<file path="config.mk">
export PLATFORM = sky130hd
export DESIGN_NAME = arinc429_dual_receiver_ctrl
export DESIGN_NICKNAME = d
export VERILOG_FILES = /design/src/core/line_sampler.v /design/src/core/pair_buffer.v /design/src/core/arinc429_dual_receiver_ctrl.v
export VERILOG_INCLUDE_DIRS = /design/src /design/src/core
export SDC_FILE = /design/constraint.sdc
export NUM_CORES = 1
export LEC_CHECK = 0
export ABC_AREA = 1
export BUFFER_PORTS_ARGS = -buffer_cell sky130_fd_sc_hd__buf_2
export CELL_PAD_IN_SITES_DETAIL_PLACEMENT = 1
export CELL_PAD_IN_SITES_GLOBAL_PLACEMENT = 1
export CORE_ASPECT_RATIO = 0.5
export CORE_MARGIN = 2
export CORE_UTILIZATION = 42
export DETAILED_ROUTE_END_ITERATION = 12
export PLACE_DENSITY = 0.72
export SETUP_SLACK_MARGIN = 0.15
export SLEW_MARGIN = 20
export SYNTH_ARGS = -nofsm -noshare
export SYNTH_HDL_FRONTEND = slang
export SYNTH_SLANG_ARGS = --single-unit
</file>
<file path="constraint.sdc">
create_clock -name sys_clk_in -period 2.36 [get_ports sys_clk_in]
set_clock_uncertainty 0.15 [all_clocks]
set_input_delay 0.118 -clock sys_clk_in [delete_from_list [all_inputs] [get_ports sys_clk_in]]
set_output_delay 0.118 -clock sys_clk_in [all_outputs]
set_load 0.01 [all_outputs]
</file>
<file path="src/core/a429_rx_consts.vh">
// constants for the dual arinc 429 receiver and its option latch
// assumes inclusion by bare name from design files under core/
`ifndef A429_RX_CONSTS_VH
`define A429_RX_CONSTS_VH

// option latch: ten bits captured from data bus lines 14..5
`define OPT_WIDTH 10
`define OPT_BUS_LSB 5
`define OPT_RESET 10'h001
`define OPT_LOOPBACK_N 0
`define OPT_RX1_FILT 1
`define OPT_RX1_M9 2
`define OPT_RX1_M10 3
`define OPT_RX2_FILT 4
`define OPT_RX2_M9 5
`define OPT_RX2_M10 6
`define OPT_TX_PAR_EVEN 7
`define OPT_TX_RATE_SLOW 8
`define OPT_RX_RATE_SLOW 9

// master clock divide ratios, stored as terminal counts (ratio - 1)
`define DIV_FAST_LAST 7'h09
`define DIV_SLOW_LAST 7'h4f

// receiver timing in samples, and the last bit index of a word
`define BIT_SPACE_MIN 4'h8
`define BIT_SPACE_MAX 4'hc
`define GAP_NULLS 2'h3
`define WORD_LAST_BIT 5'h1f

// receive state machine codes
`define ST_GAP 2'h0
`define ST_IDLE 2'h1
`define ST_BITS 2'h2
`define ST_DELIVER 2'h3

`endif

</file>
<file path="src/core/line_sampler.v">
// ten-sample shift registers and level validity for one receiver input
// assumes comparator levels synchronous to the clock, sample_en a pulse
`timescale 1ns/1ps
module line_sampler #(
  parameter DEPTH = 10
) (
  input wire sys_clk_in,
  input wire rst_n_in,
  input wire sample_en_in,
  input wire line_one_in,
  input wire line_zero_in,
  output wire one_bit_out,
  output wire zero_bit_out,
  output wire gap_null_out,
  output wire bad_level_out
);
  reg [DEPTH-1:0] one_sr_q;
  reg [DEPTH-1:0] zero_sr_q;
  reg [DEPTH-1:0] null_sr_q;
  reg bad_q;

  // newest sample enters at bit 0, so the lower bits are the latest
  always @(posedge sys_clk_in or negedge rst_n_in) begin
    if (!rst_n_in) begin
      one_sr_q <= {DEPTH{1'b0}};
      zero_sr_q <= {DEPTH{1'b0}};
      null_sr_q <= {DEPTH{1'b0}};
      bad_q <= 1'b0;
    end else if (sample_en_in) begin
      one_sr_q <= {one_sr_q[DEPTH-2:0], line_one_in & ~line_zero_in};
      zero_sr_q <= {zero_sr_q[DEPTH-2:0], line_zero_in & ~line_one_in};
      null_sr_q <= {null_sr_q[DEPTH-2:0], ~line_one_in & ~line_zero_in};
      // both comparators on means the level is in no accepted range
      bad_q <= line_one_in & line_zero_in;
    end
  end

  // three like samples at the top, then three nulls at the bottom
  assign one_bit_out = (&one_sr_q[DEPTH-1:DEPTH-3]) &
                       (&null_sr_q[2:0]);
  assign zero_bit_out = (&zero_sr_q[DEPTH-1:DEPTH-3]) &
                        (&null_sr_q[2:0]);
  assign gap_null_out = (&null_sr_q[DEPTH-1:DEPTH-3]) &
                        (&null_sr_q[2:0]);
  assign bad_level_out = bad_q;
endmodule

</file>
<file path="src/core/pair_buffer.v">
// two-entry word buffer with valid and ready on both sides
// assumes one clock; the drain side may stall at will
`timescale 1ns/1ps
module pair_buffer #(
  parameter WIDTH = 32
) (
  input wire sys_clk_in,
  input wire rst_n_in,
  input wire in_valid_in,
  output wire in_ready_out,
  input wire [WIDTH-1:0] in_data_in,
  output wire out_valid_out,
  input wire out_ready_in,
  output wire [WIDTH-1:0] out_data_out
);
  reg [WIDTH-1:0] mem_q [0:1];
  reg wr_ptr_q;
  reg rd_ptr_q;
  reg [1:0] count_q;
  wire push;
  wire pop;

  assign in_ready_out = (count_q != 2'h2);
  assign out_valid_out = (count_q != 2'h0);
  assign out_data_out = mem_q[rd_ptr_q];
  assign push = in_valid_in & in_ready_out;
  assign pop = out_valid_out & out_ready_in;

  always @(posedge sys_clk_in or negedge rst_n_in) begin
    if (!rst_n_in) begin
      wr_ptr_q <= 1'b0;
      rd_ptr_q <= 1'b0;
      count_q <= 2'h0;
      mem_q[0] <= {WIDTH{1'b0}};
      mem_q[1] <= {WIDTH{1'b0}};
    end else begin
      if (push) begin
        mem_q[wr_ptr_q] <= in_data_in;
        wr_ptr_q <= ~wr_ptr_q;
      end
      if (pop) begin
        rd_ptr_q <= ~rd_ptr_q;
      end
      if (push & ~pop) begin
        count_q <= count_q + 2'h1;
      end else if (pop & ~push) begin
        count_q <= count_q - 2'h1;
      end
    end
  end
endmodule

</file>
<file path="src/core/arinc429_dual_receiver_ctrl.v">
// option latch, rate dividers and two arinc 429 receive channels
// assumes all pins synchronous to sys_clk_in; the bus wire is resolved
// outside from data_bus_out and data_bus_oe_out
//
// Summary of operation
// - ten option flip-flops capture bus lines on each option strobe pulse
// - loopback bit low feeds transmitter digital outputs into receivers
// - receiver 1 filter on: bits 9 and 10 must equal next two options
// - receiver 2 filter on: bits 9 and 10 must equal next two options
// - transmit parity select: 0 gives odd parity, 1 gives even
// - transmit rate select divides master clock by 10 or by 80
// - receive rate select divides master clock by 10 or by 80
// - arinc bit 1 is the first bit on the line
// - fixed mapping of arinc bits onto bus lines for bytes 1 and 2
// - any line level outside accepted ranges rejects the word
// - ten-sample shift registers, three like samples make a valid level
// - data one or zero must be followed by null within a bit time
// - gap null needs three nulls in both upper and lower samples
// - each bit starts 8 to 12 samples after the previous one
// - gap timer counts nulls each sample; three nulls re-arm reception
// - bit 32 shows 0 when ones over all 32 bits are odd
// - end-of-word event once 32 valid bits are assembled
// - on end of word passing the filter, data-ready goes low
// - data-ready stays low until both bytes are read
// - a new word before both bytes are read overwrites the held word
// - lines are sampled at ten times the nominal data rate
// - receiver 2 drives the bus only while receiver 1 enable is high
// - master reset is active low
`timescale 1ns/1ps
`include "a429_rx_consts.vh"
module arinc429_dual_receiver_ctrl #(
  parameter WORD_WIDTH = 32,
  parameter BUS_WIDTH = 16,
  parameter SAMPLE_DEPTH = 10
) (
  input wire sys_clk_in,
  input wire rst_n_in,
  input wire option_strobe_in,
  input wire byte_select_in,
  input wire rx1_read_enable_n_in,
  input wire rx2_read_enable_n_in,
  input wire [BUS_WIDTH-1:0] data_bus_in,
  output wire [BUS_WIDTH-1:0] data_bus_out,
  output wire data_bus_oe_out,
  input wire rx1_line_one_in,
  input wire rx1_line_zero_in,
  input wire rx2_line_one_in,
  input wire rx2_line_zero_in,
  input wire tx_serial_one_in,
  input wire tx_serial_zero_in,
  input wire [WORD_WIDTH-2:0] tx_word_in,
  output wire tx_parity_bit_out,
  output wire tx_bit_clk_en_out,
  output wire loopback_select_n_out,
  output wire tx_parity_even_select_out,
  output wire tx_rate_slow_select_out,
  output wire rx1_word_waiting_n_out,
  output wire rx2_word_waiting_n_out
);

  // ----------------------------------------------------------------
  // helper functions
  // ----------------------------------------------------------------
  function [6:0] div_last;
    input slow;
    begin
      div_last = slow ? `DIV_SLOW_LAST : `DIV_FAST_LAST;
    end
  endfunction

  // first byte: bits 13..9, 31, 30, 32, then bits 1..8
  function [15:0] byte_one;
    input [31:0] w;
    begin
      byte_one = {w[12:8], w[30], w[29], w[31],
                  w[0], w[1], w[2], w[3], w[4], w[5], w[6], w[7]};
    end
  endfunction

  // second byte: bits 29..14
  function [15:0] byte_two;
    input [31:0] w;
    begin
      byte_two = w[28:13];
    end
  endfunction

  function [15:0] pick_byte;
    input [31:0] w;
    input sel;
    begin
      pick_byte = sel ? byte_two(w) : byte_one(w);
    end
  endfunction

  // ----------------------------------------------------------------
  // option latch
  // ----------------------------------------------------------------
  reg [`OPT_WIDTH-1:0] option_latch_q;
  reg strobe_prev_q;
  wire strobe_rise;

  assign strobe_rise = option_strobe_in & ~strobe_prev_q;

  // reset leaves loopback off and both filters open
  always @(posedge sys_clk_in or negedge rst_n_in) begin
    if (!rst_n_in) begin
      option_latch_q <= `OPT_RESET;
      strobe_prev_q <= 1'b0;
    end else begin
      strobe_prev_q <= option_strobe_in;
      if (strobe_rise) begin
        option_latch_q <=
          data_bus_in[`OPT_BUS_LSB +: `OPT_WIDTH];
      end
    end
  end

  wire loopback_select_n;
  wire tx_parity_even_select;
  wire tx_rate_slow_select;
  wire rx_rate_slow_select;
  wire [1:0] filter_enable;
  wire [1:0] match_bit9;
  wire [1:0] match_bit10;

  assign loopback_select_n = option_latch_q[`OPT_LOOPBACK_N];
  assign tx_parity_even_select = option_latch_q[`OPT_TX_PAR_EVEN];
  assign tx_rate_slow_select = option_latch_q[`OPT_TX_RATE_SLOW];
  assign rx_rate_slow_select = option_latch_q[`OPT_RX_RATE_SLOW];
  assign filter_enable = {option_latch_q[`OPT_RX2_FILT],
                          option_latch_q[`OPT_RX1_FILT]};
  assign match_bit9 = {option_latch_q[`OPT_RX2_M9],
                       option_latch_q[`OPT_RX1_M9]};
  assign match_bit10 = {option_latch_q[`OPT_RX2_M10],
                        option_latch_q[`OPT_RX1_M10]};

  assign loopback_select_n_out = loopback_select_n;
  assign tx_parity_even_select_out = tx_parity_even_select;
  assign tx_rate_slow_select_out = tx_rate_slow_select;

  // ----------------------------------------------------------------
  // rate dividers
  // ----------------------------------------------------------------
  reg [6:0] rx_div_q;
  reg [6:0] tx_div_q;
  reg sample_q;
  reg tx_bit_clk_q;
  wire rx_tick;
  wire tx_tick;

  // a rate change mid-count is safe: the compare is >= not ==
  assign rx_tick = (rx_div_q >= div_last(rx_rate_slow_select));
  assign tx_tick = (tx_div_q >= div_last(tx_rate_slow_select));

  always @(posedge sys_clk_in or negedge rst_n_in) begin
    if (!rst_n_in) begin
      rx_div_q <= 7'h00;
      tx_div_q <= 7'h00;
      sample_q <= 1'b0;
      tx_bit_clk_q <= 1'b0;
    end else begin
      rx_div_q <= rx_tick ? 7'h00 : rx_div_q + 7'h01;
      tx_div_q <= tx_tick ? 7'h00 : tx_div_q + 7'h01;
      // delayed copy: samplers update on the tick, logic reads after
      sample_q <= rx_tick;
      tx_bit_clk_q <= tx_tick;
    end
  end

  assign tx_bit_clk_en_out = tx_bit_clk_q;

  // ----------------------------------------------------------------
  // transmit parity bit
  // ----------------------------------------------------------------
  reg tx_parity_q;

  always @(posedge sys_clk_in or negedge rst_n_in) begin
    if (!rst_n_in) begin
      tx_parity_q <= 1'b0;
    end else begin
      tx_parity_q <= (^tx_word_in) ^ ~tx_parity_even_select;
    end
  end

  assign tx_parity_bit_out = tx_parity_q;

  // ----------------------------------------------------------------
  // line selection and host read decode
  // ----------------------------------------------------------------
  wire [1:0] line_one;
  wire [1:0] line_zero;
  wire [1:0] read_active;

  // in loopback receiver 2 sees the complement of the transmitter
  assign line_one[0] = loopback_select_n ? rx1_line_one_in
                                         : tx_serial_one_in;
  assign line_zero[0] = loopback_select_n ? rx1_line_zero_in
                                          : tx_serial_zero_in;
  assign line_one[1] = loopback_select_n ? rx2_line_one_in
                                         : tx_serial_zero_in;
  assign line_zero[1] = loopback_select_n ? rx2_line_zero_in
                                          : tx_serial_one_in;

  assign read_active[0] = ~rx1_read_enable_n_in;
  assign read_active[1] = ~rx2_read_enable_n_in &
                          rx1_read_enable_n_in;

  wire [2*WORD_WIDTH-1:0] hold_word;
  wire [1:0] word_waiting;

  // ----------------------------------------------------------------
  // receive channels
  // ----------------------------------------------------------------
  genvar ch;
  generate
    for (ch = 0; ch < 2; ch = ch + 1) begin : g_ch
      wire s_one;
      wire s_zero;
      wire s_gnull;
      wire s_bad;
      wire s_level;
      wire bit_edge;
      wire word_complete_event;
      wire accept;
      wire push_valid;
      wire push_ready;
      wire drain_valid;
      wire drain_ready;
      wire [WORD_WIDTH-1:0] drain_word;
      wire load;
      wire got1_d;
      wire got2_d;
      reg [1:0] state_q;
      reg [4:0] bit_idx_q;
      reg [3:0] space_q;
      reg [1:0] gap_q;
      reg [WORD_WIDTH-1:0] word_q;
      reg parity_q;
      reg prev_level_q;
      reg [WORD_WIDTH-1:0] hold_q;
      reg waiting_q;
      reg got1_q;
      reg got2_q;

      line_sampler #(
        .DEPTH(SAMPLE_DEPTH)
      ) u_sampler (
        .sys_clk_in(sys_clk_in),
        .rst_n_in(rst_n_in),
        .sample_en_in(rx_tick),
        .line_one_in(line_one[ch]),
        .line_zero_in(line_zero[ch]),
        .one_bit_out(s_one),
        .zero_bit_out(s_zero),
        .gap_null_out(s_gnull),
        .bad_level_out(s_bad)
      );

      // a bit is taken once, when its pattern first appears
      assign s_level = s_one | s_zero;
      assign bit_edge = s_level & ~prev_level_q;

      assign word_complete_event = (state_q == `ST_DELIVER);
      assign accept = ~filter_enable[ch] |
                      ((word_q[8] == match_bit9[ch]) &
                       (word_q[9] == match_bit10[ch]));
      assign push_valid = word_complete_event & accept;

      always @(posedge sys_clk_in or negedge rst_n_in) begin
        if (!rst_n_in) begin
          state_q <= `ST_GAP;
          bit_idx_q <= 5'h00;
          space_q <= 4'h0;
          gap_q <= 2'h0;
          word_q <= {WORD_WIDTH{1'b0}};
          parity_q <= 1'b0;
          prev_level_q <= 1'b0;
        end else if (state_q == `ST_DELIVER) begin
          // a filtered word, or one taken by the buffer, ends here
          if (~accept | push_ready) begin
            state_q <= `ST_GAP;
          end
        end else if (sample_q) begin
          prev_level_q <= s_level;
          if (space_q != 4'hf) begin
            space_q <= space_q + 4'h1;
          end
          case (state_q)
            `ST_GAP: begin
              if (s_bad | ~s_gnull) begin
                gap_q <= 2'h0;
              end else if (gap_q + 2'h1 == `GAP_NULLS) begin
                gap_q <= 2'h0;
                state_q <= `ST_IDLE;
              end else begin
                gap_q <= gap_q + 2'h1;
              end
            end
            `ST_IDLE: begin
              if (s_bad) begin
                state_q <= `ST_GAP;
              end else if (bit_edge) begin
                word_q[0] <= s_one;
                parity_q <= s_one;
                bit_idx_q <= 5'h01;
                space_q <= 4'h0;
                state_q <= `ST_BITS;
              end
            end
            `ST_BITS: begin
              if (s_bad) begin
                state_q <= `ST_GAP;
              end else if (~bit_edge & (space_q >= `BIT_SPACE_MAX)) begin
                state_q <= `ST_GAP;
              end else if (bit_edge) begin
                space_q <= 4'h0;
                if ((space_q + 4'h1 < `BIT_SPACE_MIN) |
                    (space_q + 4'h1 > `BIT_SPACE_MAX)) begin
                  state_q <= `ST_GAP;
                end else if (bit_idx_q == `WORD_LAST_BIT) begin
                  word_q[WORD_WIDTH-1] <= ~(parity_q ^ s_one);
                  state_q <= `ST_DELIVER;
                end else begin
                  word_q[bit_idx_q] <= s_one;
                  parity_q <= parity_q ^ s_one;
                  bit_idx_q <= bit_idx_q + 5'h01;
                end
              end
            end
            default: begin
              state_q <= `ST_GAP;
            end
          endcase
        end
      end

      // holding the drain during a read keeps the bytes of one read
      // from two words; a long read stalls the channel instead
      assign drain_ready = ~read_active[ch];

      pair_buffer #(
        .WIDTH(WORD_WIDTH)
      ) u_buffer (
        .sys_clk_in(sys_clk_in),
        .rst_n_in(rst_n_in),
        .in_valid_in(push_valid),
        .in_ready_out(push_ready),
        .in_data_in(word_q),
        .out_valid_out(drain_valid),
        .out_ready_in(drain_ready),
        .out_data_out(drain_word)
      );

      assign load = drain_valid & drain_ready;
      assign got1_d = got1_q | (read_active[ch] & ~byte_select_in);
      assign got2_d = got2_q | (read_active[ch] & byte_select_in);

      // a new word beats the clear from a finished read
      always @(posedge sys_clk_in or negedge rst_n_in) begin
        if (!rst_n_in) begin
          hold_q <= {WORD_WIDTH{1'b0}};
          waiting_q <= 1'b0;
          got1_q <= 1'b0;
          got2_q <= 1'b0;
        end else if (load) begin
          hold_q <= drain_word;
          waiting_q <= 1'b1;
          got1_q <= 1'b0;
          got2_q <= 1'b0;
        end else if (got1_d & got2_d) begin
          waiting_q <= 1'b0;
          got1_q <= 1'b0;
          got2_q <= 1'b0;
        end else begin
          got1_q <= got1_d & waiting_q;
          got2_q <= got2_d & waiting_q;
        end
      end

      assign hold_word[ch*WORD_WIDTH +: WORD_WIDTH] = hold_q;
      assign word_waiting[ch] = waiting_q;
    end
  endgenerate

  // ----------------------------------------------------------------
  // parallel bus output
  // ----------------------------------------------------------------
  reg [BUS_WIDTH-1:0] bus_data_q;
  reg bus_oe_q;

  // data and enable are both registered so they change together
  always @(posedge sys_clk_in or negedge rst_n_in) begin
    if (!rst_n_in) begin
      bus_data_q <= 16'h0000;
      bus_oe_q <= 1'b0;
    end else begin
      bus_oe_q <= read_active[0] | read_active[1];
      if (read_active[0]) begin
        bus_data_q <= pick_byte(hold_word[WORD_WIDTH-1:0],
                                byte_select_in);
      end else begin
        bus_data_q <= pick_byte(hold_word[2*WORD_WIDTH-1:WORD_WIDTH],
                                byte_select_in);
      end
    end
  end

  assign data_bus_out = bus_data_q;
  assign data_bus_oe_out = bus_oe_q;
  assign rx1_word_waiting_n_out = ~word_waiting[0];
  assign rx2_word_waiting_n_out = ~word_waiting[1];

endmodule

</file>
==> load_flow_metrics.sql, run 1 <==
INSERT INTO impl_metrics (metric_group, metric, value, unit) VALUES
('synthesis', 'yosys.cell_count.top_type', 'sky130_fd_sc_hd__nand2_1', ''),
('worst_setup_path', 'cp_data_required_time', '2630', 'ps'),
('worst_setup_path', 'critPathLaunchType', 'flip-flop', ''),
('cts', 'clockRootBuffer', 'sky130_fd_sc_hd__clkbuf_16', ''),
('timing', 'finalWorstPathRequiredPeriod', '2145', 'ps'),
('worst_setup_path', 'timing.setup.critical_path_class', 'flip-flop to flip-flop', ''),
('synthesis', 'synth-async-reset-ratio', '100.0', '%'),
('detailed_routing', 'route.final.wire_length', '51.39', 'mm'),
('final_layout', 'seq_area', '0.01019', 'mm2'),
('cts', 'cts_buffers', '40', ''),
('synthesis', 'synth_cell_types', '43', ''),
('worst_setup_path', 'timing.critical_path.fanout_max', '6', ''),
('final_layout', 'stdcell_area', '0.02240', 'mm2'),
('final_layout', 'drive_gt1_share', '11.57', '%'),
('synthesis', 'mappedNetlistArea', '0.01901', 'mm2'),
('global_routing', 'first_pass_grt_wire_length', '83.63', 'mm'),
('die', 'die_area', '0.04708', 'mm2'),
('synthesis', 'ys_seq_elements', '407', ''),
('cts', 'clock_sinks', '407', ''),
('cts', 'cts_tree', 'done', ''),
('worst_setup_path', 'max_stage_delay', '610', 'ps'),
('synthesis', 'synth_area_leader_cell', 'sky130_fd_sc_hd__dfrtp_1', ''),
('timing', 'timing.setup.tns', '0', 'ps'),
('final_layout', 'fillerInstances', '5331', ''),
('status', 'status', 'finished clean', ''),
('hold_path', 'worstHoldPathType', 'primary input to flip-flop', ''),
('worst_setup_path', 'critical-path-top-cell-by-count', 'sky130_fd_sc_hd__inv_1', ''),
('pwr', 'irDropWorstVdd', '0.0005229', 'V'),
('die', 'initial_utilization', '42.31', '%'),
('timing', 'slew_violations', '0', ''),
('timing', 'worst-slew-pin-transition', '661.2', 'ps'),
('pwr', 'power_per_cell_area', '925.1', 'mW/mm2'),
('global_routing', 'grtUsageTotal', '21.64', '%'),
('synthesis', 'seq_area_frac_synth', '53.58', '%'),
('synthesis', 'yosys_warnings', '0', ''),
('detailed_routing', 'final_antenna_net_count', '0', ''),
('placement', 'gp_congestion', '0.7915', ''),
('timing', 'max-slew-margin-rel', '55.46', '%'),
('synthesis', 'synth_edf_count', '0', ''),
('worst_setup_path', 'timing.critical_path.cells', 'inv_1 > nand2_1 > inv_1 > a21oi_1 > dlygate4sd3_1 > inv_1 > nand3_1 > o21ai_0', ''),
('run', 'drv_cap', '0', ''),
('synthesis', 'netlist_top_cells_count', 'sky130_fd_sc_hd__nand2_1 (702), sky130_fd_sc_hd__dfrtp_1 (406), sky130_fd_sc_hd__o21ai_0 (277)', ''),
('synthesis', 'netlist_instances', '2313', ''),
('placement', 'place_hpwl', '33.64', 'mm'),
('die', 'dieWidth', '304.9', 'um'),
('synthesis', 'proportion_of_netlist_area_held_by_the_largest_area_contributor', '53.44', '%'),
('detailed_routing', 'drt_pass1_iterations', '5', ''),
('final_layout', 'n_antenna_cell', '0', ''),
('final_layout', 'multi_input_area', '0.007460', 'mm2'),
('pwr', 'total_leakage_power', '10.92', 'nW'),
('synthesis', 'dominantRegCellSynth', 'sky130_fd_sc_hd__dfrtp_1', ''),
('die', 'top_level_ports', '83', ''),
('detailed_routing', 'drtIter0Drc', '786', ''),
('global_routing', 'grt_antenna_before_repair', '0', ''),
('timing', 'achievable-frequency', '466.1', 'MHz'),
('synthesis', 'syn-mean-instance-area', '8.219', 'um2'),
('cts', 'cts.path.max_buffers', '3', ''),
('detailed_routing', 'post_drt_via_cell_ratio', '5.078', ''),
('cts', 'clock_latency', '550', 'ps'),
('cts', 'htreeDepth', '2', ''),
('worst_setup_path', 'crit_arrival', '2420', 'ps'),
('die', 'coreArea', '0.04494', 'mm2'),
('global_routing', 'overflow', '0', ''),
('placement', 'port_buffers', '76', ''),
('timing', 'rsz_0062_raised_after_global_routing', 'true', ''),
('timing', 'setup_viol', '0', ''),
('global_routing', 'first_global_vias', '16060', ''),
('global_routing', 'pin_count_of_the_biggest_net_entering_global_routing', '66', ''),
('synthesis', 'postSynthNetCount', '2402', ''),
('final_layout', 'nNetsFinal', '2530', ''),
('worst_setup_path', 'timing.critical_path.slowest_stage_cell', 'sky130_fd_sc_hd__dlygate4sd3_1', '');
[placed cells by master (no fill, tap or decap), types with 5 or more instances in the layout]
master | netlist | layout
sky130_fd_sc_hd__clkbuf_1 | 55 | 9
sky130_fd_sc_hd__buf_2 | 25 | 75
sky130_fd_sc_hd__a21oi_1 | 73 | 68
sky130_fd_sc_hd__dfrtp_1 | 406 | 399
sky130_fd_sc_hd__a31oi_1 | 16 | 16
sky130_fd_sc_hd__inv_2 | 4 | 8
sky130_fd_sc_hd__nor2_2 | 2 | 5
sky130_fd_sc_hd__o221ai_1 | 16 | 16
sky130_fd_sc_hd__xnor2_1 | 12 | 10
sky130_fd_sc_hd__dlygate4sd3_1 | 0 | 24
sky130_fd_sc_hd__nor3_1 | 10 | 9
sky130_fd_sc_hd__clkbuf_16 | 0 | 47
sky130_fd_sc_hd__nand4_1 | 7 | 7
sky130_fd_sc_hd__o21ai_0 | 277 | 275
sky130_fd_sc_hd__ha_1 | 30 | 25
sky130_fd_sc_hd__buf_12 | 0 | 12
sky130_fd_sc_hd__buf_6 | 9 | 7
sky130_fd_sc_hd__inv_1 | 268 | 264
sky130_fd_sc_hd__mux2_2 | 6 | 6
sky130_fd_sc_hd__nand3_1 | 102 | 102
sky130_fd_sc_hd__o211ai_1 | 36 | 36
sky130_fd_sc_hd__clkinv_2 | 0 | 5
sky130_fd_sc_hd__dfrtp_2 | 0 | 7
sky130_fd_sc_hd__buf_4 | 8 | 55
sky130_fd_sc_hd__nand2_1 | 702 | 702
sky130_fd_sc_hd__o21ai_1 | 32 | 34
sky130_fd_sc_hd__clkbuf_8 | 0 | 9
sky130_fd_sc_hd__nor2_1 | 161 | 156
sky130_fd_sc_hd__xor2_1 | 17 | 17
[cell families after synthesis]
| family | synth area share (%) |
|---|---|
| AOI/OAI and AO/OA | 13.20 |
| xor gates and xnor gates | 1.422 |
| adders and majority gates | 1.974 |
| buffers and inverters | 8.082 |
| DFF | 53.58 |
| muxes | 0.3554 |
| and+or+nand+nor | 21.39 |
[path summary, 6_finish.rpt]
path	from	cells after the start	endpoint	slack, ps
max reg2reg	option_latch_q[0]$_DFFE_PN1P_	8	g_ch[0].u_sampler.bad_level_out$_DFFE_PN0N_	210
min	option_strobe_in	2	strobe_prev_q$_DFF_PN0_	80
min in group asynchronous	rst_n_in	3	data_bus_out[3]$_DFF_PN0_	520
min reg2reg	g_ch[0].u_sampler.zero_sr_q[3]$_DFFE_PN0N_	2	g_ch[0].u_sampler.zero_sr_q[4]$_DFFE_PN0N_	330
max in group asynchronous	rst_n_in	4	data_bus_out[5]$_DFF_PN0_	650
max	option_latch_q[0]$_DFFE_PN1P_	8	g_ch[0].u_sampler.bad_level_out$_DFFE_PN0N_	210
[layout make-up]
class	instances	share of cell area, %
timing repair buffer	184	7.022
clock buffer	60	5.396
inverter	274	4.592
tap	598	3.340
clock inverter	13	0.8323
multi-input combinational	1534	33.30
sequential	407	45.51
[state kept, by name, indices dropped and copies added (netlist names), 7 cells and up]
register / cells
g_ch.u_buffer.mem_q: 128
tx_div_q: 7
g_ch.u_sampler.null_sr_q: 20
data_bus_out: 16
g_ch.u_sampler.zero_sr_q: 20
rx_div_q: 7
option_latch_q: 10
g_ch.u_sampler.one_sr_q: 20
g_ch.space_q: 8
g_ch.hold_q: 64
g_ch.word_q: 64
g_ch.bit_idx_q: 10
[stage by stage]
step	power (mW)	setup slack (ps)	hold WS, ps	utilization [%]	instances
finish	20.72	214.7	81.69	49.85	3070
global route	22.00	102.3	95.71	49.85	3070
CTS	20.61	153.9	54.66	48.94	3049
detailed placement	13.62	133.3	-21.68	45.13	2947
global placement	13.35	163.8	-22.35	45.13	2947
floorplan	11.98	167.0	-327.6	-	2313
[power by group]
| part | internal (mW) | switching, mW |
|---|---|---|
| combinational | 1.83 | 3.06 |
| clock | 4.00 | 2.85 |
| sequential | 8.22 | 0.762 |
[what timing repair did]
item / 4_1_cts / 5_1_grt
setup endpoints to repair: 45 / 223
hold buffers: 25 / 0
buffers inserted: 2 / 12
pin swaps: 2 / 6
gates resized for setup: 5 / 39
endpoints found under the hold margin: 415 / 0
cloned: 2 / 9
[layer usage]
metal | wire, um | vias up | track usage, %
met3 | 1388 | 52 | 2.795
met2 | 24350 | 164 | 36.71
met1 | 24950 | 7721 | 30.11
met4 | 703 | 0 | 3.984
li1 | - | 7651 | -
met5 | 0 | - | 0
[worst reg2reg max path, stage by stage, from the launching register on]
cell	delay, ps
sky130_fd_sc_hd__dfstp_2	570
sky130_fd_sc_hd__inv_1	90
sky130_fd_sc_hd__nand2_1	80
sky130_fd_sc_hd__inv_1	60
sky130_fd_sc_hd__a21oi_1	120
sky130_fd_sc_hd__dlygate4sd3_1	610
sky130_fd_sc_hd__inv_1	70
sky130_fd_sc_hd__nand3_1	170
sky130_fd_sc_hd__o21ai_0	110
(Power assumes the default switching activity.)
==> run 2, diff against run 1 <==
--- a/config.mk
+++ b/config.mk
@@ -11,7 +11,7 @@
 export CELL_PAD_IN_SITES_DETAIL_PLACEMENT = 1
 export CELL_PAD_IN_SITES_GLOBAL_PLACEMENT = 1
 export CORE_ASPECT_RATIO = 0.5
-export CORE_MARGIN = 2
+export CORE_MARGIN = 5
 export CORE_UTILIZATION = 42
 export DETAILED_ROUTE_END_ITERATION = 12
 export PLACE_DENSITY = 0.72
==> run 2 against run 1 <==
Against the previous run: sequential power fell by 1%; fmax down 1.3%; count of clock-buffer cells in the layout is 3 lower; critical path depth grew 3; highest routed layer is now met5.
==> load_flow_metrics.sql, run 2 (same netlist as run 1, synthesis figures left out) <==
INSERT INTO impl_metrics (metric_group, metric, value, unit) VALUES
('run', 'drv_cap', '0', ''),
('global_routing', 'overflow', '0', ''),
('worst_setup_path', 'crit_arrival', '2490', 'ps'),
('pwr', 'power_per_cell_area', '917.0', 'mW/mm2'),
('worst_setup_path', 'worstRegToRegCells', '11', ''),
('status', 'status', 'finished clean', ''),
('hold_path', 'worstHoldPathType', 'primary input to asynchronous set/reset pin', ''),
('final_layout', 'drive_gt1_share', '11.07', '%'),
('die', 'dieWidth', '310.9', 'um'),
('global_routing', 'first_global_vias', '16040', ''),
('pwr', 'total_leakage_power', '10.85', 'nW'),
('cts', 'cts_tree', 'done', ''),
('worst_setup_path', 'critPathLaunchType', 'flip-flop', ''),
('final_layout', 'top_regs', 'g_ch.u_buffer.mem_q x128, g_ch.hold_q x64, g_ch.word_q x64', ''),
('timing', 'rsz_0062_raised_after_global_routing', 'true', ''),
('placement', 'postPlaceCellArea', '0.02027', 'mm2'),
('worst_setup_path', 'crit_path_end_kind', 'flip-flop', ''),
('final_layout', 'area_growth_syn_to_layout', '17.18', '%'),
('cts', 'clockRootBuffer', 'sky130_fd_sc_hd__clkbuf_16', ''),
('final_layout', 'layout.cells.most_common', 'sky130_fd_sc_hd__nand2_1', ''),
('global_routing', 'grt_antenna_before_repair', '1', ''),
('placement', 'port_buffers', '76', ''),
('detailed_routing', 'route.final.wire_length', '50.69', 'mm'),
('detailed_routing', 'final_antenna_net_count', '0', ''),
('timing', 'timing.setup.tns', '0', 'ps'),
('global_routing', 'first_pass_grt_wire_length', '83.06', 'mm'),
('final_layout', 'final_util', '49.57', '%'),
('pwr', 'fin_total_pwr', '20.43', 'mW'),
('timing', 'finalWorstPathRequiredPeriod', '2172', 'ps'),
('timing', 'timing.hold.ws', '72.00', 'ps'),
('timing', 'slew_violations', '0', ''),
('worst_setup_path', 'ff2ff_setup_slack', '190', 'ps'),
('global_routing', 'grtUsageTotal', '19.93', '%'),
('final_layout', 'stdcell_count', '3055', ''),
('global_routing', 'pin_count_of_the_biggest_net_entering_global_routing', '99', ''),
('final_layout', 'stdcell_area', '0.02228', 'mm2'),
('timing', 'finalCritPeriodShare', '92.05', '%'),
('die', 'die_area', '0.04988', 'mm2'),
('cts', 'cts.path.max_buffers', '3', ''),
('die', 'initial_utilization', '42.31', '%'),
('pwr', 'irDropWorstVdd', '0.0004277', 'V'),
('worst_setup_path', 'timing.critical_path.fanout_max', '20', ''),
('final_layout', 'final_cell_mix', 'sky130_fd_sc_hd__nand2_1 (701), sky130_fd_sc_hd__dfrtp_1 (401), sky130_fd_sc_hd__o21ai_0 (277), sky130_fd_sc_hd__inv_1 (263), sky130_fd_sc_hd__nor2_1 (157)', ''),
('cts', 'clock_sinks', '407', ''),
('detailed_routing', 'post_drt_via_cell_ratio', '5.074', ''),
('worst_setup_path', 'worstReg2RegEnd', 'g_ch[1].u_sampler.null_sr_q[9]$_DFFE_PN0N_', ''),
('timing', 'fin_ws', '187.5', 'ps'),
('detailed_routing', 'drc', '0', ''),
('placement', 'place_worst_setup_slack', '151.2', 'ps'),
('cts', 'cts.clk_slew.worst_paths', '60', 'ps'),
('placement', 'gp_congestion', '0.7707', ''),
('timing', 'setup_viol', '0', ''),
('placement', 'placed_cells', '2939', ''),
('placement', 'place_hpwl', '32.92', 'mm'),
('cts', 'cts_buffers', '40', ''),
('worst_setup_path', 'timing.setup.critical_path_class', 'flip-flop to flip-flop', ''),
('cts', 'clock_latency', '550', 'ps'),
('detailed_routing', 'via_count', '15500', ''),
('worst_setup_path', 'critical_path.reg2reg.startpoint', 'option_latch_q[9]$_DFFE_PN0P_', ''),
('timing', 'finalHoldViolations', '0', ''),
('final_layout', 'nNetsFinal', '2519', ''),
('final_layout', 'largest_reg_flops', '128', ''),
('die', 'top_level_ports', '83', ''),
('detailed_routing', 'drtIter0Drc', '913', ''),
('worst_setup_path', 'cp_data_required_time', '2680', 'ps'),
('final_layout', 'n_antenna_cell', '0', ''),
('timing', 'achievable-frequency', '460.3', 'MHz'),
('detailed_routing', 'drt_pass1_iterations', '5', ''),
('cts', 'htreeDepth', '2', ''),
('final_layout', 'largest_register', 'g_ch.u_buffer.mem_q', ''),
('die', 'die_height', '160.4', 'um'),
('worst_setup_path', 'worstSetupStartpoint', 'option_latch_q[9]$_DFFE_PN0P_', ''),
('die', 'core.rowCount', '55', ''),
('detailed_routing', 'wl_per_cell', '16.59', 'um'),
('die', 'coreArea', '0.04494', 'mm2'),
('timing', 'max-slew-margin-rel', '43.75', '%'),
('timing', 'worst-slew-pin-transition', '841.6', 'ps');
[run 2: changes by cell type in the layout (fill, tap and decap cells not counted), moves of 2 or more]
cell / previous run / this run
sky130_fd_sc_hd__buf_4: 55 / 47
sky130_fd_sc_hd__buf_12: 12 / 19
sky130_fd_sc_hd__buf_8: 4 / 1
sky130_fd_sc_hd__clkbuf_16: 47 / 44
sky130_fd_sc_hd__buf_6: 7 / 5
sky130_fd_sc_hd__clkinv_2: 5 / 3
sky130_fd_sc_hd__dfrtp_1: 399 / 401
sky130_fd_sc_hd__dfrtp_2: 7 / 5
sky130_fd_sc_hd__dlygate4sd3_1: 24 / 22
sky130_fd_sc_hd__o21ai_0: 275 / 277
sky130_fd_sc_hd__o21ai_1: 34 / 32
sky130_fd_sc_hd__o21bai_4: 3 / 1
[run 2: worst max path at each step]
stage                                                       to  slack, ps
floorplan              g_ch[0].u_buffer.count_q[1]$_DFFE_PN0P_        170
finish              g_ch[1].u_sampler.null_sr_q[9]$_DFFE_PN0N_        190
CTS                             g_ch[0].word_q[14]$_DFFE_PN0P_        140
global route         g_ch[1].u_sampler.one_sr_q[9]$_DFFE_PN0N_         60
detailed placement              g_ch[1].word_q[29]$_DFFE_PN0P_        150
global placement                g_ch[1].word_q[30]$_DFFE_PN0P_        210
[run 2: layer usage]
layer	part of all wire (%)	track usage (%)
met1	49	28.27
met2	47	33.16
met3	2.8	2.850
met4	1.8	3.880
met5	0.026	0
[run 2: layout make-up]
type | instances | area, um2
fillers | 5355 | 22660
flip-flops and latches | 407 | 10190
multi-input cells | 1532 | 7412
repair buffers | 175 | 1555
clock buffers | 57 | 1155
inverters | 274 | 1028
well taps | 598 | 748.2
clock inverters | 12 | 185.2
[run 2: timing repair]
item,in CTS,in global routing
hold buffers,24,2
gates resized for setup,5,31
endpoints found under the setup margin,32,155
buffers inserted,5,12
pin swaps,1,8
gates cloned,2,5
endpoints found under the hold margin,430,3
[run 2: power by group]
group          leakage, nW  internal [mW]  switching [mW]
sequential            5.40           8.22           0.662
clock                0.655           3.86            2.79
combinational         4.80           1.80            3.10
[run 2: critical path: stages, from the launching register on]
cell and delay, ps:
sky130_fd_sc_hd__dfrtp_1 350, sky130_fd_sc_hd__inv_2 70, sky130_fd_sc_hd__ha_1 280, sky130_fd_sc_hd__nand3_1 90, sky130_fd_sc_hd__a21oi_2 160, sky130_fd_sc_hd__nor3_2 60
sky130_fd_sc_hd__buf_4 150, sky130_fd_sc_hd__o21bai_4 320, sky130_fd_sc_hd__buf_6 160, sky130_fd_sc_hd__buf_12 130, sky130_fd_sc_hd__nor2_1 40, sky130_fd_sc_hd__a21oi_1 120
==> run 3, diff against run 2 <==
--- a/config.mk
+++ b/config.mk
@@ -14,7 +14,8 @@
 export CORE_MARGIN = 5
 export CORE_UTILIZATION = 42
 export DETAILED_ROUTE_END_ITERATION = 12
-export PLACE_DENSITY = 0.72
+export GPL_TIMING_DRIVEN = 0
+export PLACE_DENSITY = 0.75
 export SETUP_SLACK_MARGIN = 0.15
 export SLEW_MARGIN = 20
 export SYNTH_ARGS = -nofsm -noshare
==> run 3 against run 2 <==
Against the previous run: critical path depth fell by 1; combinational power rose by 1%; final cell count rose by 2.1%; design area rose by 0.37%; clock power fell by 0.6%; wire length rose by 7.4%; total power rose by 0.43%; global-route usage rose by 1.7 points; utilization rose by 0.18 points; hold slack improved by 68 ps; count of clock-buffer cells in the layout fell by 1; setup slack got worse by 13 ps; critical path type unchanged; largest cell class unchanged.
==> load_flow_metrics.sql, run 3 (same netlist as run 1, synthesis figures left out) <==
INSERT INTO impl_metrics (metric_group, metric, value, unit) VALUES
('cts', 'cts.path.max_buffers', '3', ''),
('worst_setup_path', 'crit_path_end_kind', 'flip-flop', ''),
('status', 'status', 'finished clean', ''),
('detailed_routing', 'final_antenna_net_count', '0', ''),
('die', 'coreArea', '0.04494', 'mm2'),
('die', 'top_level_ports', '83', ''),
('timing', 'finalCritPeriodShare', '92.59', '%'),
('worst_setup_path', 'wp_buf_inv', '3', ''),
('timing', 'achievable-frequency', '457.6', 'MHz'),
('placement', 'gp_congestion', '0.7853', ''),
('die', 'core.rowCount', '55', ''),
('worst_setup_path', 'timing.critical_path.cells', 'ha_4 > inv_1 > a21oi_2 > nand2_2 > buf_6 > inv_1 > ha_1 > a21oi_1 > o21ai_0 > xor2_1', ''),
('placement', 'placed_cells', '2990', ''),
('detailed_routing', 'detailroute.wirelength.met2', '26.25', 'mm'),
('worst_setup_path', 'timing.critical_path.slowest_stage_cell', 'sky130_fd_sc_hd__dfrtp_2', ''),
('worst_setup_path', 'worstSetupStartpoint', 'g_ch[0].state_q[1]$_DFFE_PN0P_', ''),
('final_layout', 'final_util', '49.76', '%'),
('worst_setup_path', 'cp_data_required_time', '2640', 'ps'),
('worst_setup_path', 'worstSetupEndpoint', 'g_ch[0].u_buffer.count_q[1]$_DFFE_PN0P_', ''),
('final_layout', 'n_antenna_cell', '0', ''),
('die', 'dieWidth', '310.9', 'um'),
('final_layout', 'area_growth_syn_to_layout', '17.61', '%'),
('final_layout', 'top_regs', 'g_ch.u_buffer.mem_q x128, g_ch.hold_q x64, g_ch.word_q x64', ''),
('cts', 'cts_tree', 'done', ''),
('final_layout', 'largest_reg_flops', '128', ''),
('detailed_routing', 'post_drt_via_cell_ratio', '5.128', ''),
('final_layout', 'final_cell_mix', 'sky130_fd_sc_hd__nand2_1 (699), sky130_fd_sc_hd__dfrtp_1 (395), sky130_fd_sc_hd__o21ai_0 (272), sky130_fd_sc_hd__inv_1 (260), sky130_fd_sc_hd__nor2_1 (160)', ''),
('placement', 'port_buffers', '75', ''),
('detailed_routing', 'route.final.wire_length', '54.45', 'mm'),
('timing', 'finalWorstPathRequiredPeriod', '2185', 'ps'),
('timing', 'fin_ws', '174.9', 'ps'),
('pwr', 'total_leakage_power', '10.92', 'nW'),
('worst_setup_path', 'critPathTopFamily', 'adder cells', ''),
('final_layout', 'largest_register', 'g_ch.u_buffer.mem_q', ''),
('worst_setup_path', 'crit_arrival', '2460', 'ps'),
('worst_setup_path', 'timing.setup.critical_path_class', 'flip-flop to flip-flop', ''),
('detailed_routing', 'topRoutingLayerUsed', 'met4', ''),
('detailed_routing', 'via_count', '15990', ''),
('pwr', 'power_per_cell_area', '917.5', 'mW/mm2'),
('worst_setup_path', 'ff2ff_setup_slack', '170', 'ps'),
('hold_path', 'worstHoldPathType', 'primary input to flip-flop', ''),
('run', 'drv_cap', '0', ''),
('worst_setup_path', 'max_stage_delay', '450', 'ps'),
('worst_setup_path', 'worstRegToRegCells', '10', ''),
('detailed_routing', 'wl_met1', '25.76', 'mm'),
('placement', 'place_hpwl', '37.48', 'mm'),
('timing', 'worst-slew-pin-transition', '708.2', 'ps'),
('timing', 'setup_viol', '0', ''),
('worst_setup_path', 'worstReg2RegEnd', 'g_ch[0].u_buffer.count_q[1]$_DFFE_PN0P_', ''),
('global_routing', 'overflow', '0', ''),
('cts', 'clock_latency', '550', 'ps'),
('cts', 'cts_buffers', '39', ''),
('timing', 'finalHoldViolations', '0', ''),
('die', 'initial_utilization', '42.31', '%'),
('detailed_routing', 'drc', '0', ''),
('final_layout', 'drive_gt1_share', '12.02', '%'),
('timing', 'slew_violations', '0', ''),
('global_routing', 'first_pass_grt_wire_length', '89.21', 'mm'),
('final_layout', 'stdcell_count', '3118', ''),
('cts', 'clock_sinks', '407', ''),
('timing', 'rsz_0062_raised_after_global_routing', 'true', ''),
('detailed_routing', 'drt_pass1_iterations', '5', ''),
('pwr', 'irDropWorstVdd', '0.0005200', 'V'),
('global_routing', 'grt_antenna_before_repair', '0', ''),
('timing', 'timing.hold.ws', '140.0', 'ps'),
('global_routing', 'first_global_vias', '16960', ''),
('detailed_routing', 'drtIter0Drc', '924', ''),
('worst_setup_path', 'critical-path-top-cell-by-count', 'sky130_fd_sc_hd__inv_1', ''),
('timing', 'max-slew-margin-rel', '52.29', '%'),
('cts', 'cts.clk_slew.worst_paths', '70', 'ps'),
('worst_setup_path', 'timing.critical_path.fanout_max', '10', ''),
('cts', 'htreeDepth', '2', ''),
('die', 'die_area', '0.04988', 'mm2'),
('worst_setup_path', 'timing.critical_path.depth', '10', ''),
('worst_setup_path', 'critPathLaunchType', 'flip-flop', ''),
('final_layout', 'layout.cells.most_common', 'sky130_fd_sc_hd__nand2_1', ''),
('detailed_routing', 'wl_per_cell', '17.46', 'um'),
('global_routing', 'pin_count_of_the_biggest_net_entering_global_routing', '97', ''),
('global_routing', 'grtUsageTotal', '21.60', '%'),
('placement', 'place_worst_setup_slack', '-499.6', 'ps'),
('cts', 'clockRootBuffer', 'sky130_fd_sc_hd__clkbuf_16', ''),
('die', 'die_height', '160.4', 'um'),
('detailed_routing', 'routed-wl-met3', '1.541', 'mm'),
('worst_setup_path', 'critical_path.reg2reg.startpoint', 'g_ch[0].state_q[1]$_DFFE_PN0P_', ''),
('final_layout', 'nNetsFinal', '2580', '');
[run 3: cell types whose count changed in the layout (fill, tap and decap cells not counted), sizes merged]
| cell | before | now |
|---|---|---|
| clkbuf | 61 | 111 |
| buf | 149 | 155 |
| dlygate4sd3 | 22 | 28 |
| clkinv | 8 | 11 |
| bufinv | 4 | 3 |
| o21bai | 4 | 3 |
[run 3: worst min path at each step]
| stage | from | depth (start not counted) | slack (ps) | to |
|---|---|---|---|---|
| finish | option_strobe_in | 2 | 140 | strobe_prev_q$_DFF_PN0_ |
| global placement | option_strobe_in | 1 | 90 | strobe_prev_q$_DFF_PN0_ |
| global route | option_strobe_in | 2 | 130 | strobe_prev_q$_DFF_PN0_ |
| CTS | option_strobe_in | 2 | 60 | strobe_prev_q$_DFF_PN0_ |
| floorplan | rst_n_in | 0 | -330 | data_bus_oe_out$_DFF_PN0_ |
| detailed placement | rst_n_in | 1 | -40 | option_latch_q[7]$_DFFE_PN0P_ |
[run 3: cell type report]
cell class              instances  area (um2)
plain buffers                 101       578.1
clock buffers                  56        1170
clock inverters                14       155.1
fillers                      5414       22580
inverters                     274        1032
multi-input cells            1531        7438
flip-flops and latches        407       10200
well taps                     598       748.2
repair buffers                137        1037
[run 3: what timing repair did]
item,4_1_cts,5_1_grt
buffers inserted,10,18
pin swaps,6,8
endpoints found under the hold margin,347,2
cloned,1,1
gates resized for setup,34,58
hold buffers,28,1
endpoints found under the setup margin,184,266
[run 3: report_power, final]
group          leakage (nW)  switching (mW)  internal, mW
Sequential             5.38           0.743          8.22
Combinational          4.86            3.28          1.67
Clock                 0.667            2.81          3.79
Total                  10.9            6.84          13.7
[run 3: metrics by stage]
stage	power (mW)	setup TNS [ps]	instance area, um2
floorplan	11.98	0	19010
global placement	13.46	-3035580	20130
detailed placement	13.77	-4873	20250
CTS	20.58	0	22040
global route	21.77	0	22360
finish	20.51	0	22360
[run 3: worst reg2reg max path: stages (launching register included)]
cell and delay (ps):
sky130_fd_sc_hd__dfrtp_2 450, sky130_fd_sc_hd__ha_4 200, sky130_fd_sc_hd__inv_1 130, sky130_fd_sc_hd__a21oi_2 70
sky130_fd_sc_hd__nand2_2 120, sky130_fd_sc_hd__buf_6 170, sky130_fd_sc_hd__inv_1 60, sky130_fd_sc_hd__ha_1 300
sky130_fd_sc_hd__a21oi_1 140, sky130_fd_sc_hd__o21ai_0 130, sky130_fd_sc_hd__xor2_1 150
[run 3: routing by layer]
| layer | track usage (%) | vias up |
|---|---|---|
| met5 | 0 | - |
| met4 | 4.309 | 0 |
| met3 | 2.850 | 65 |
| met2 | 37.08 | 187 |
| met1 | 29.80 | 7992 |
| li1 | - | 7745 |
